<file path="src/verilog/reset_cause_pkg.sv">
// Constants, layouts and carriers for the reset-cause flag block.
// Assumes a 32-bit APB master and a core that reports reset events as pulses.
package reset_cause_pkg;
  // Register byte offsets
  localparam logic [7:0] OFS_BROWNOUT_CONTROL    = 8'h00;
  localparam logic [7:0] OFS_POWER_CONTROL_FLAGS = 8'h04;
  localparam logic [7:0] OFS_CPU_STATUS          = 8'h08;
  // Power-control flag positions
  localparam int BIT_STACK_OVER  = 7;
  localparam int BIT_STACK_UNDER = 6;
  localparam int BIT_PIN_RESET   = 3;
  localparam int BIT_RESET_INSTR = 2;
  localparam int BIT_POWERON     = 1;
  localparam int BIT_BROWNOUT    = 0;
  // Writable mask, bits 5 and 4 absent
  localparam logic [7:0] POWER_CONTROL_FLAGS_IMPL_MASK = 8'hcf;
  // CPU status positions
  localparam int BIT_TIMEOUT   = 4;
  localparam int BIT_POWERDOWN = 3;
  localparam logic [7:0] STATUS_IMPL_MASK = 8'h1f;
  localparam logic [7:0] STATUS_ALU_MASK  = 8'h07;
  // Brown-out control positions
  localparam int BIT_SOFT_BOR  = 7;
  localparam int BIT_BOR_READY = 0;
  // Reset values
  localparam logic [7:0] POWER_CONTROL_FLAGS_POR_VALUE   = 8'h0c;
  localparam logic [7:0] STATUS_POR_VALUE = 8'h18;
  localparam logic       SOFT_BOR_RESET   = 1'b1;
  // Program counter values
  localparam logic [15:0] RESET_VECTOR = 16'h0000;
  localparam logic [15:0] IRQ_VECTOR   = 16'h0004;
  localparam logic [15:0] PC_STEP      = 16'h0001;

  // Wake sequencing, one bit flips per step except SEQ_VECT back to SEQ_IDLE
  typedef enum logic [1:0] {
    SEQ_IDLE = 2'b00,
    SEQ_EXEC = 2'b01,
    SEQ_VECT = 2'b11
  } seq_t;

  // Reset and wake sources, one-cycle pulses
  typedef struct packed {
    logic por;
    logic bor;
    logic pin;
    logic watchdog;
    logic reset_instr;
    logic stack_over;
    logic stack_under;
    logic wake_irq;
  } reset_events_t;

  // Whole block state
  typedef struct packed {
    logic [7:0]  power_control_flags;
    logic [7:0]  status;
    logic        soft_bor;
    logic        pready;
    logic        pslverr;
    logic [31:0] prdata;
    logic        pc_load;
    logic [15:0] pc_value;
    logic        push_return;
    logic        cpu_reset;
    seq_t        seq;
  } state_t;
endpackage : reset_cause_pkg

</file>
<file path="src/verilog/reset_cause_flags.sv">
// Reset-cause flag registers with APB access and program counter steering.
// Assumes events arrive as single-cycle pulses synchronous to pclk, the core
// pulses instr_done when an instruction retires, and pclk runs at 200 MHz.
//
// Behaviour
// - Power-on and brown-out update both flag registers
// - Power-on: vector zero, flags to pattern
// - Power-on clears power-on flag
// - Power-on or brown-out clears brown-out flag
// - Brown-out: vector zero, sets status flags
// - Watchdog clears timeout; in sleep resumes
// - Interrupt wake: timeout set, continue next
// - Wake with interrupts: run next, vector
// - Pin reset clears pin flag, restarts
// - Pin reset in sleep adjusts status
// - Reset instruction clears its flag only
// - Stack overflow sets flag when enabled
// - Stack underflow sets flag when enabled
// - Stack flags writable by firmware
// - Pin and instruction flags writable
// - Bits 5 and 4 read zero
// - Absent status bits read zero
`timescale 1ns/1ps
module reset_cause_flags (
  input  wire logic                          pclk,
  input  wire logic                          presetn,
  input  wire logic                          clk_en,
  input  wire logic                          psel,
  input  wire logic                          penable,
  input  wire logic                          pwrite,
  input  wire logic [7:0]                    paddr,
  input  wire logic [31:0]                   pwdata,
  output logic      [31:0]                   prdata,
  output logic                               pready,
  output logic                               pslverr,
  input  wire reset_cause_pkg::reset_events_t events,
  input  wire logic                          sleeping,
  input  wire logic                          stack_fault_reset_enable,
  input  wire logic                          global_interrupt_enable,
  input  wire logic                          brownout_ready,
  input  wire logic                          instr_done,
  input  wire logic [15:0]                   current_pc,
  output logic                               pc_load,
  output logic      [15:0]                   pc_value,
  output logic                               push_return,
  output logic                               cpu_reset,
  output logic                               soft_brownout_enable
);

  // Address decode shared by read and write paths
  function automatic logic [1:0] reg_sel(input logic [7:0] a);
    case (a)
      reset_cause_pkg::OFS_BROWNOUT_CONTROL:    reg_sel = 2'h1;
      reset_cause_pkg::OFS_POWER_CONTROL_FLAGS: reg_sel = 2'h2;
      reset_cause_pkg::OFS_CPU_STATUS:          reg_sel = 2'h3;
      default:                                  reg_sel = 2'h0;
    endcase
  endfunction : reg_sel

  reset_cause_pkg::state_t st_reg;
  reset_cause_pkg::state_t st_next;

  logic       setup_phase;
  logic       wr_commit;
  logic [1:0] sel;
  logic [7:0] wbyte;

  assign setup_phase = psel && !penable && !st_reg.pready;
  assign wr_commit   = psel && penable && st_reg.pready && pwrite;
  assign sel         = reg_sel(paddr);
  assign wbyte       = pwdata[7:0];

  // Next-state: bus first, then hardware events so they win on conflict
  always_comb begin
    st_next             = st_reg;
    st_next.pready      = 1'b0;
    st_next.pslverr     = 1'b0;
    st_next.pc_load     = 1'b0;
    st_next.push_return = 1'b0;
    st_next.cpu_reset   = 1'b0;

    // Registered answer, one access cycle per transfer
    if (setup_phase) begin
      st_next.pready  = 1'b1;
      st_next.pslverr = (sel == 2'h0);
      st_next.prdata  = 32'h0000_0000;
      case (sel)
        2'h1: begin
          st_next.prdata[reset_cause_pkg::BIT_SOFT_BOR]  = st_reg.soft_bor;
          st_next.prdata[reset_cause_pkg::BIT_BOR_READY] = brownout_ready;
        end
        2'h2: st_next.prdata[7:0] = st_reg.power_control_flags & reset_cause_pkg::POWER_CONTROL_FLAGS_IMPL_MASK;
        2'h3: st_next.prdata[7:0] = st_reg.status & reset_cause_pkg::STATUS_IMPL_MASK;
        default: st_next.prdata = 32'h0000_0000;
      endcase
    end

    if (wr_commit) begin
      case (sel)
        2'h1: st_next.soft_bor = wbyte[reset_cause_pkg::BIT_SOFT_BOR];
        2'h2: st_next.power_control_flags = wbyte & reset_cause_pkg::POWER_CONTROL_FLAGS_IMPL_MASK;
        2'h3: st_next.status = wbyte & reset_cause_pkg::STATUS_IMPL_MASK;
        default: st_next.soft_bor = st_next.soft_bor;
      endcase
    end

    if (events.por) begin
      st_next.power_control_flags      = reset_cause_pkg::POWER_CONTROL_FLAGS_POR_VALUE;
      st_next.status    = reset_cause_pkg::STATUS_POR_VALUE;
      st_next.soft_bor  = reset_cause_pkg::SOFT_BOR_RESET;
      st_next.cpu_reset = 1'b1;
      st_next.pc_load   = 1'b1;
      st_next.pc_value  = reset_cause_pkg::RESET_VECTOR;
      st_next.seq       = reset_cause_pkg::SEQ_IDLE;
    end else if (events.bor) begin
      st_next.power_control_flags[reset_cause_pkg::BIT_STACK_OVER]  = 1'b0;
      st_next.power_control_flags[reset_cause_pkg::BIT_STACK_UNDER] = 1'b0;
      st_next.power_control_flags[reset_cause_pkg::BIT_PIN_RESET]   = 1'b1;
      st_next.power_control_flags[reset_cause_pkg::BIT_RESET_INSTR] = 1'b1;
      st_next.power_control_flags[reset_cause_pkg::BIT_BROWNOUT]    = 1'b0;
      st_next.status[reset_cause_pkg::BIT_TIMEOUT]   = 1'b1;
      st_next.status[reset_cause_pkg::BIT_POWERDOWN] = 1'b1;
      st_next.soft_bor  = reset_cause_pkg::SOFT_BOR_RESET;
      st_next.cpu_reset = 1'b1;
      st_next.pc_load   = 1'b1;
      st_next.pc_value  = reset_cause_pkg::RESET_VECTOR;
      st_next.seq       = reset_cause_pkg::SEQ_IDLE;
    end else if (events.pin) begin
      st_next.power_control_flags[reset_cause_pkg::BIT_PIN_RESET] = 1'b0;
      if (sleeping) begin
        // in sleep timeout set, powerdown cleared
        st_next.status[reset_cause_pkg::BIT_TIMEOUT]   = 1'b1;
        st_next.status[reset_cause_pkg::BIT_POWERDOWN] = 1'b0;
      end
      st_next.cpu_reset = 1'b1;
      st_next.pc_load   = 1'b1;
      st_next.pc_value  = reset_cause_pkg::RESET_VECTOR;
      st_next.seq       = reset_cause_pkg::SEQ_IDLE;
    end else if (events.watchdog) begin
      st_next.status[reset_cause_pkg::BIT_TIMEOUT] = 1'b0;
      st_next.pc_load = 1'b1;
      if (sleeping) begin
        st_next.status[reset_cause_pkg::BIT_POWERDOWN] = 1'b0;
        st_next.pc_value = current_pc + reset_cause_pkg::PC_STEP;
      end else begin
        st_next.cpu_reset = 1'b1;
        st_next.pc_value  = reset_cause_pkg::RESET_VECTOR;
        st_next.seq       = reset_cause_pkg::SEQ_IDLE;
      end
    end else if (events.reset_instr) begin
      st_next.power_control_flags[reset_cause_pkg::BIT_RESET_INSTR] = 1'b0;
      st_next.cpu_reset = 1'b1;
      st_next.pc_load   = 1'b1;
      st_next.pc_value  = reset_cause_pkg::RESET_VECTOR;
      st_next.seq       = reset_cause_pkg::SEQ_IDLE;
    end else if (stack_fault_reset_enable && (events.stack_over || events.stack_under)) begin
      if (events.stack_over) begin
        st_next.power_control_flags[reset_cause_pkg::BIT_STACK_OVER] = 1'b1;
      end
      if (events.stack_under) begin
        st_next.power_control_flags[reset_cause_pkg::BIT_STACK_UNDER] = 1'b1;
      end
      st_next.cpu_reset = 1'b1;
      st_next.pc_load   = 1'b1;
      st_next.pc_value  = reset_cause_pkg::RESET_VECTOR;
      st_next.seq       = reset_cause_pkg::SEQ_IDLE;
    end else if (events.wake_irq && sleeping) begin
      st_next.status[reset_cause_pkg::BIT_TIMEOUT]   = 1'b1;
      st_next.status[reset_cause_pkg::BIT_POWERDOWN] = 1'b0;
      st_next.pc_load  = 1'b1;
      st_next.pc_value = current_pc + reset_cause_pkg::PC_STEP;
      if (global_interrupt_enable) begin
        st_next.seq = reset_cause_pkg::SEQ_EXEC;
      end
    end else begin
      case (st_reg.seq)
        reset_cause_pkg::SEQ_IDLE: st_next.seq = reset_cause_pkg::SEQ_IDLE;
        reset_cause_pkg::SEQ_EXEC: begin
          if (instr_done) begin
            st_next.seq = reset_cause_pkg::SEQ_VECT;
          end
        end
        reset_cause_pkg::SEQ_VECT: begin
          st_next.push_return = 1'b1;
          st_next.pc_load     = 1'b1;
          st_next.pc_value    = reset_cause_pkg::IRQ_VECTOR;
          st_next.seq         = reset_cause_pkg::SEQ_IDLE;
        end
        default: st_next.seq = reset_cause_pkg::SEQ_IDLE;
      endcase
    end
  end

  // State register; bus reset loads the power-on register values without pulsing cpu_reset or pc_load
  always_ff @(posedge pclk or negedge presetn) begin
    if (!presetn) begin
      st_reg          <= '0;
      st_reg.power_control_flags     <= reset_cause_pkg::POWER_CONTROL_FLAGS_POR_VALUE;
      st_reg.status   <= reset_cause_pkg::STATUS_POR_VALUE;
      st_reg.soft_bor <= reset_cause_pkg::SOFT_BOR_RESET;
      st_reg.seq      <= reset_cause_pkg::SEQ_IDLE;
    end else if (clk_en) begin
      st_reg <= st_next;
    end
  end

  // Outputs straight from the state flops
  assign prdata               = st_reg.prdata;
  assign pready               = st_reg.pready;
  assign pslverr              = st_reg.pslverr;
  assign pc_load              = st_reg.pc_load;
  assign pc_value             = st_reg.pc_value;
  assign push_return          = st_reg.push_return;
  assign cpu_reset            = st_reg.cpu_reset;
  assign soft_brownout_enable = st_reg.soft_bor;

  // Event checks sample only enabled edges, since state freezes otherwise
  a_por_pattern: assert property (@(posedge pclk) disable iff (!presetn)
    clk_en && events.por |=> st_reg.power_control_flags == 8'h0c && st_reg.status[4:3] == 2'b11 && pc_value == 16'h0000)
    else $error("power-on pattern wrong");
  a_por_flag_low: assert property (@(posedge pclk) disable iff (!presetn)
    clk_en && events.por |=> !st_reg.power_control_flags[1])
    else $error("power-on flag not cleared");
  a_bor_keeps_por: assert property (@(posedge pclk) disable iff (!presetn)
    clk_en && events.bor && !events.por |=> st_reg.power_control_flags[1] == $past(st_reg.power_control_flags[1]) && !st_reg.power_control_flags[0])
    else $error("brown-out pattern wrong");
  a_wdt_sleep_wake: assert property (@(posedge pclk) disable iff (!presetn)
    clk_en && events.watchdog && sleeping && events[7:5] == 3'b000 |=>
      pc_value == $past(current_pc) + 16'h0001 && !cpu_reset && st_reg.status[4:3] == 2'b00)
    else $error("watchdog sleep wake wrong");
  a_irq_wake_flags: assert property (@(posedge pclk) disable iff (!presetn)
    clk_en && events == 8'h01 && sleeping |=> st_reg.status[4:3] == 2'b10 && st_reg.power_control_flags == $past(st_reg.power_control_flags))
    else $error("interrupt wake flags wrong");
  a_vector_after: assert property (@(posedge pclk) disable iff (!presetn)
    st_reg.seq == reset_cause_pkg::SEQ_VECT && clk_en && events == 8'h00 |=> push_return && pc_value == 16'h0004)
    else $error("interrupt vector not taken");
  a_pin_flag: assert property (@(posedge pclk) disable iff (!presetn)
    clk_en && events.pin && !events.por && !events.bor |=> !st_reg.power_control_flags[3] && cpu_reset)
    else $error("pin reset flag wrong");
  a_instr_flag: assert property (@(posedge pclk) disable iff (!presetn)
    clk_en && events == 8'h08 |=> !st_reg.power_control_flags[2] && st_reg.status == $past(st_reg.status))
    else $error("reset instruction flag wrong");
  a_stack_flag: assert property (@(posedge pclk) disable iff (!presetn)
    clk_en && events == 8'h04 && stack_fault_reset_enable |=> st_reg.power_control_flags[7] && cpu_reset)
    else $error("stack overflow flag wrong");
  a_unimpl_zero: assert property (@(posedge pclk) disable iff (!presetn)
    pready && paddr == 8'h04 && !pwrite |-> prdata[5:4] == 2'b00 && prdata[31:8] == 24'h0)
    else $error("unimplemented bits nonzero");
  c_por: cover property (@(posedge pclk) disable iff (!presetn) clk_en && events.por);
  c_wake_vector: cover property (@(posedge pclk) disable iff (!presetn) push_return);
  c_wdt_sleep: cover property (@(posedge pclk) disable iff (!presetn) clk_en && events.watchdog && sleeping);
  c_write: cover property (@(posedge pclk) disable iff (!presetn) wr_commit && clk_en);
endmodule : reset_cause_flags

</file>
<file path="config.mk">
export PLATFORM = sky130hd
export DESIGN_NAME = reset_cause_flags
export DESIGN_NICKNAME = d
export VERILOG_FILES = /design/src/verilog/reset_cause_pkg.sv /design/src/verilog/reset_cause_flags.sv
export SDC_FILE = /design/constraint.sdc
export NUM_CORES = 1
export LEC_CHECK = 0
export BUFFER_PORTS_ARGS = -buffer_cell sky130_fd_sc_hd__buf_2
export CORE_UTILIZATION = 51
export CTS_CLUSTER_DIAMETER = 40
export CTS_CLUSTER_SIZE = 16
export DETAILED_ROUTE_END_ITERATION = 12
export PLACE_DENSITY = 0.85
export SYNTH_ARGS = -nofsm -noshare
export SYNTH_HDL_FRONTEND = slang
export SYNTH_SLANG_ARGS = --single-unit
</file>
<file path="constraint.sdc">
create_clock -name pclk -period 4.7 [get_ports pclk]
set_input_delay 0.705 -clock pclk [delete_from_list [all_inputs] [get_ports pclk]]
set_output_delay 0.705 -clock pclk [all_outputs]
set_load 0.005 [all_outputs]
</file>
# ---- After elaboration in Yosys (flattened, before gate mapping)
# Index checks and enable logic that the tools add are counted.
# Widths: inputs -> output; s select.
dict set report word_totals {
  ff_bits 43
  out_inout_bits 54
  word_cells 121
}
dict set report classes {
  n_addsub 1
  eq_ne 10
  muxes 66
  reduce_logical 29
}
# cell n
set ops {}
lappend ops {{$mux 17} 8}
lappend ops {{$mux 2} 21}
lappend ops {{$mux 34} 1}
lappend ops {{$mux 1} 21}
lappend ops {{$mux 3} 7}
lappend ops {{$mux 18} 1}
lappend ops {{$add 16x1->16 const B} 1}
lappend ops {{$mux 16} 1}
lappend ops {{$mux 8} 2}
lappend ops {{$reduce_and 3->1} 5}
lappend ops {{$pmux 6 s2} 1}
lappend ops {{$ne 9x9->1 const B} 1}
lappend ops {{$reduce_bool 3->1} 3}
lappend ops {{$eq 8x3->1 const B} 1}
lappend ops {{$eq 8x4->1 const B} 1}
lappend ops {{$logic_not 8->1} 1}
lappend ops {{$ne 8x8->1 const B} 1}
lappend ops {{$reduce_bool 4->1} 2}
lappend ops {{$reduce_bool 8->1} 1}
lappend ops {{$logic_and 1x1->1} 7}
lappend ops {{$eq 2x2->1 const B} 3}
lappend ops {{$pmux 2 s3} 1}
lappend ops {{$reduce_bool 2->1} 3}
lappend ops {{$ne 5x5->1 const B} 1}
lappend ops {{8 further kinds} 11}

# ---- Logic depth before layout (Yosys ltp)
dict set report depth {
  word_depth 12
  ltp_mapped 8
  depth_no_buf 7
}

# ---- Worst setup path after synthesis
# Ideal clock, no wire load.
dict set report synth_path {
  path_type {input -> register}
  from {input paddr[5]}
  to {register st_reg[70] (netlist name)}
  t_arrival_ps 2604
  required_ps 4574
  setup_slack_ps 1970
  stages 7
  n_path_buf 1
  path_cell_list {or4_4 nor4_1 ha_1 clkbuf_2 and2_1 o31ai_1 a221o_1}
}
dict set report synth_via {
  elab_chain_len 12
  elab_cells_between_ends 14
  cone_classes {eq/ne (3); mux (10); reduce/logical (1)}
}
# element line_no
set synth_rtl {}
lappend synth_rtl {{from (decl)} reset_cause_flags.sv:31} ;# input wire logic [7:0] paddr,
lappend synth_rtl {{$eq 8x4->1 (tied with other cells)} reset_cause_flags.sv:52} ;# case (a)
lappend synth_rtl {{$pmux 2 s3 (*)} reset_cause_flags.sv:52}
lappend synth_rtl {{$eq 2x2->1 (*)} reset_cause_flags.sv:99} ;# case (sel)
lappend synth_rtl {{$mux 8 (*)} reset_cause_flags.sv:99}
lappend synth_rtl {{$mux 17 (*)} reset_cause_flags.sv:98} ;# if (wr_commit) begin
lappend synth_rtl {{$mux 1} reset_cause_flags.sv:160} ;# if (events.stack_under) begin
lappend synth_rtl {{$mux 2} reset_cause_flags.sv:156} ;# end else if (stack_fault_reset_enable && (events.stack_over || events.stack_under)) begin
lappend synth_rtl {{$mux 2} reset_cause_flags.sv:150} ;# end else if (events.reset_instr) begin
lappend synth_rtl {{$mux 2} reset_cause_flags.sv:139} ;# end else if (events.watchdog) begin
lappend synth_rtl {{$mux 2 (*)} reset_cause_flags.sv:128} ;# end else if (events.pin) begin
lappend synth_rtl {{$mux 2 (*)} reset_cause_flags.sv:115} ;# end else if (events.bor) begin
lappend synth_rtl {{$mux 2 (*)} reset_cause_flags.sv:107} ;# if (events.por) begin
lappend synth_rtl {{to (signal assigned)} reset_cause_flags.sv:203} ;# st_reg <= st_next;
lappend synth_rtl {{to (decl)} reset_cause_flags.sv:60} ;# reset_cause_pkg::state_t st_reg;
# Mark *: on every way between the ends. The rest lies on a longest branch, timed or not. The select of a mux whose other input is x is not followed.
# A chain may end at the register's enable or synchronous reset.

# ---- Worst setup path in the final report
dict set report layout_path {
  from {input paddr[5]}
  to {register st_reg[71] (netlist name)}
}
dict set report layout_via {
  elab_chain_len 12
  elab_cells_between_ends 14
  cone_classes {eq/ne (3); mux (10); reduce/logical (1)}
}
# element line_no
set layout_rtl {}
lappend layout_rtl {{$eq 8x4->1 (tied with other cells)} reset_cause_flags.sv:52}
lappend layout_rtl {{$pmux 2 s3 (*)} reset_cause_flags.sv:52}
lappend layout_rtl {{$eq 2x2->1 (*)} reset_cause_flags.sv:99}
lappend layout_rtl {{$mux 8 (*)} reset_cause_flags.sv:99}
lappend layout_rtl {{$mux 17 (*)} reset_cause_flags.sv:98}
lappend layout_rtl {{$mux 1} reset_cause_flags.sv:157} ;# if (events.stack_over) begin
lappend layout_rtl {{$mux 2} reset_cause_flags.sv:156}
lappend layout_rtl {{$mux 2} reset_cause_flags.sv:150}
lappend layout_rtl {{$mux 2} reset_cause_flags.sv:139}
lappend layout_rtl {{$mux 2 (*)} reset_cause_flags.sv:128}
lappend layout_rtl {{$mux 2 (*)} reset_cause_flags.sv:115}
lappend layout_rtl {{$mux 2 (*)} reset_cause_flags.sv:107}
# Marked as above.

==> results.md <==
* RSZ-0062 raised after global routing: false
* Clk_lat worst skew at 0.29 ns
* Kind of critical path: in2reg
* Yosys reg bits at 42
* Pins over their slew limit at 0
* Mean Syn Cell Area at 9.15 um^2
* H-tree Lvls at 2
* Initial antenna violation count at 0
* Top post-synthesis cells by count: buf_4, dfrtp_1, nand2_1
* Die area at 5680 um^2
* Seq/Total Area, Yosys at 38.5%
* Clk buf depth at 2
* Worst slew pin tran at 0.935 ns
* Required @ worst endpoint at 4.88 ns
* HP Start: pc_value[12]
* Core area at 5140 um^2
* Leak at 1.41 nW
* Starting density of the core at 53.4%
* CTS tree: done
* # diodes at 0
* Clock sink count at 42
* Detailed-placement wirelength estimate at 4450 um
* Max reg flops at 16
* Top-area cell type share of the netlist area at 33.7%
* Pwr Total at 0.739 mW
* Final period utilization at 59.7%
* Worst Path Max Fanout at 9
* IR drop worst, VDD at 0.107 mV
* Die Wd at 75.4 um
* Gp weighted congestion at 0.848
* Max frequency at 0.357 GHz
* Final Net Count at 432
* Final core utilization at 58.6%
* Syn Inst Count at 300
* Asr flop ratio synth at 100%
* HP Class: reg2reg
* Final setup violation count at 0
* Via Count at 2273
* CP Launch Type: input pin
* GRT Total Usage at 21.0%
* Post-CTS setup buffers at 0
* Yosys top cell by area: dfrtp_1
* DR vias/cell at 5.36
* Crit end category: flop
* Area of the mapped netlist at 2750 um^2
* Vias in the first global route at 1993
* Status: completed
* R2R Path Start: st_reg[0]
* Endpoints failing hold at 0
* Area Growth Syn to Fin at 9.70%
* Synth Flop Type: dfrtp_1
* Largest net degree at the start of global routing at 43
* CP Launch Point: paddr[5]
* Count leader, synth: buf_4
* Crit path DAT at 2.98 ns
* Share of layout cells above drive strength 1 at 29.1%
* Total grt overflow at 0
* Placement Rows at 26
* Synth cell types at 58
* Reg clk slew, reported paths at 0.08 ns
* Worst rel slew slack at 37.7%
* Fillers at 495
* Detailed Route Iter0 Violations at 130
* Residual DRC at 0
* Top Ports at 129
* Synth top area cells: dfrtp_1, buf_4, dfstp_2, o21ai_0, nand2_1
* IO buf count at 78
* Fin Clk Skew at 0.00855 ns
* Antenna-violating nets left at 0
* First-pass GRT wire length at 9180 um
* DRT Wirelength at 5870 um
* Drt first pass iters at 4
* Cell Pwr Density at 245 nW/um^2
* CTS buffer count at 5
* Maximum capacitance violations at 0
* Root buffer cell: clkbuf_8
* Setup TNS at 0 ns
* Gates resized, CTS repair at 0
* Post-synth EDFFs at 0
* Die Span Y at 75.4 um
* Ys Warns at 0
* Hold-fix buffers, CTS at 0
* Final Critical Period at 2.80 ns
* Wire per inst at 13.8 um
## cell type report
class                      instances  area [um^2]  share of cell area, %
multi-input combinational        214         1340                   44.4
sequential                        42         1060                   35.1
clock buffer                       6         82.6                   2.74
clock inverter                     2         12.5                  0.415
tap                               70         87.6                   2.91
inverter                          12         45.0                   1.50
timing repair buffer              78          390                   13.0
## cells by family (layout without fill, tap and decap cells)
logic type / after synthesis / count (layout) / share of synthesized area [%]
other: 1 / 25 / 0.137
XOR/XNOR: 15 / 15 / 4.78
adder cells (fa/ha/maj): 4 / 4 / 1.82
flip-flops: 42 / 42 / 38.5
AND/OR/NAND/NOR: 104 / 104 / 21.3
buffers and inverters: 68 / 98 / 16.1
AO/OA/AOI/OAI: 66 / 66 / 17.4
## critical path, stage by stage
cell and delay [ns]:
buf_2 0.09, or4_4 0.58, nor4_1 0.47, ha_1 0.43, and2_1 0.21, o31ai_1 0.11
a221o_1 0.38
## cell usage in the layout (no fill, tap or decap), types with 3 or more instances in the layout
cell,n
a22oi_1,3
a21oi_1,3
o31ai_1,5
a22o_1,4
ha_1,4
nor4_1,5
nand4_1,6
xnor2_1,10
nor2b_1,3
dfstp_2,5
and4_1,4
o21ai_0,26
inv_1,11
nand3_1,11
a221oi_1,3
clkbuf_8,6
conb_1,25
nand2_1,32
buf_2,78
nor2_1,16
xor2_1,5
nand3b_1,3
dfrtp_1,37
nor3_1,7
## through the flow
| step | cells | worst slack, ns | hold WS [ns] | area [um^2] |
|---|---|---|---|---|
| floorplan | 324 | 1.97 | 0.409 | 2840 |
| global placement | 416 | 1.62 | 0.451 | 2920 |
| detailed placement | 416 | 1.61 | 0.458 | 2920 |
| CTS | 424 | 1.90 | 0.476 | 3010 |
| global route | 424 | 1.78 | 0.495 | 3010 |
| finish | 424 | 1.90 | 0.476 | 3010 |
## path summary, 6_finish.rpt
| check | end | slack, ns | cells after the start |
|---|---|---|---|
| setup / recovery | st_reg[71] | 1.90 | 7 |
| hold / removal | pc_value[12] | 0.48 | 2 |
| setup reg to reg | pc_load | 2.71 | 3 |
| hold reg to reg | pc_value[12] | 0.48 | 2 |
| max in group asynchronous | prdata[6] | 3.57 | 1 |
| min in group asynchronous | pc_value[12] | 0.56 | 1 |
## metal layers
metal | up-vias | global-route usage [%] | share of wire (%)
li1 | 1112 | - | -
met1 | 1061 | 29.5 | 45
met2 | 91 | 34.1 | 47
met3 | 9 | 3.17 | 5.7
met4 | 0 | 5.56 | 1.6
met5 | - | 0 | 0
## power by group
| group | internal, mW | switching (mW) |
|---|---|---|
| clock | 0.118 | 0.124 |
| sequential | 0.376 | 0.00824 |
| combinational | 0.0455 | 0.0666 |
(Power assumes the default switching activity.)
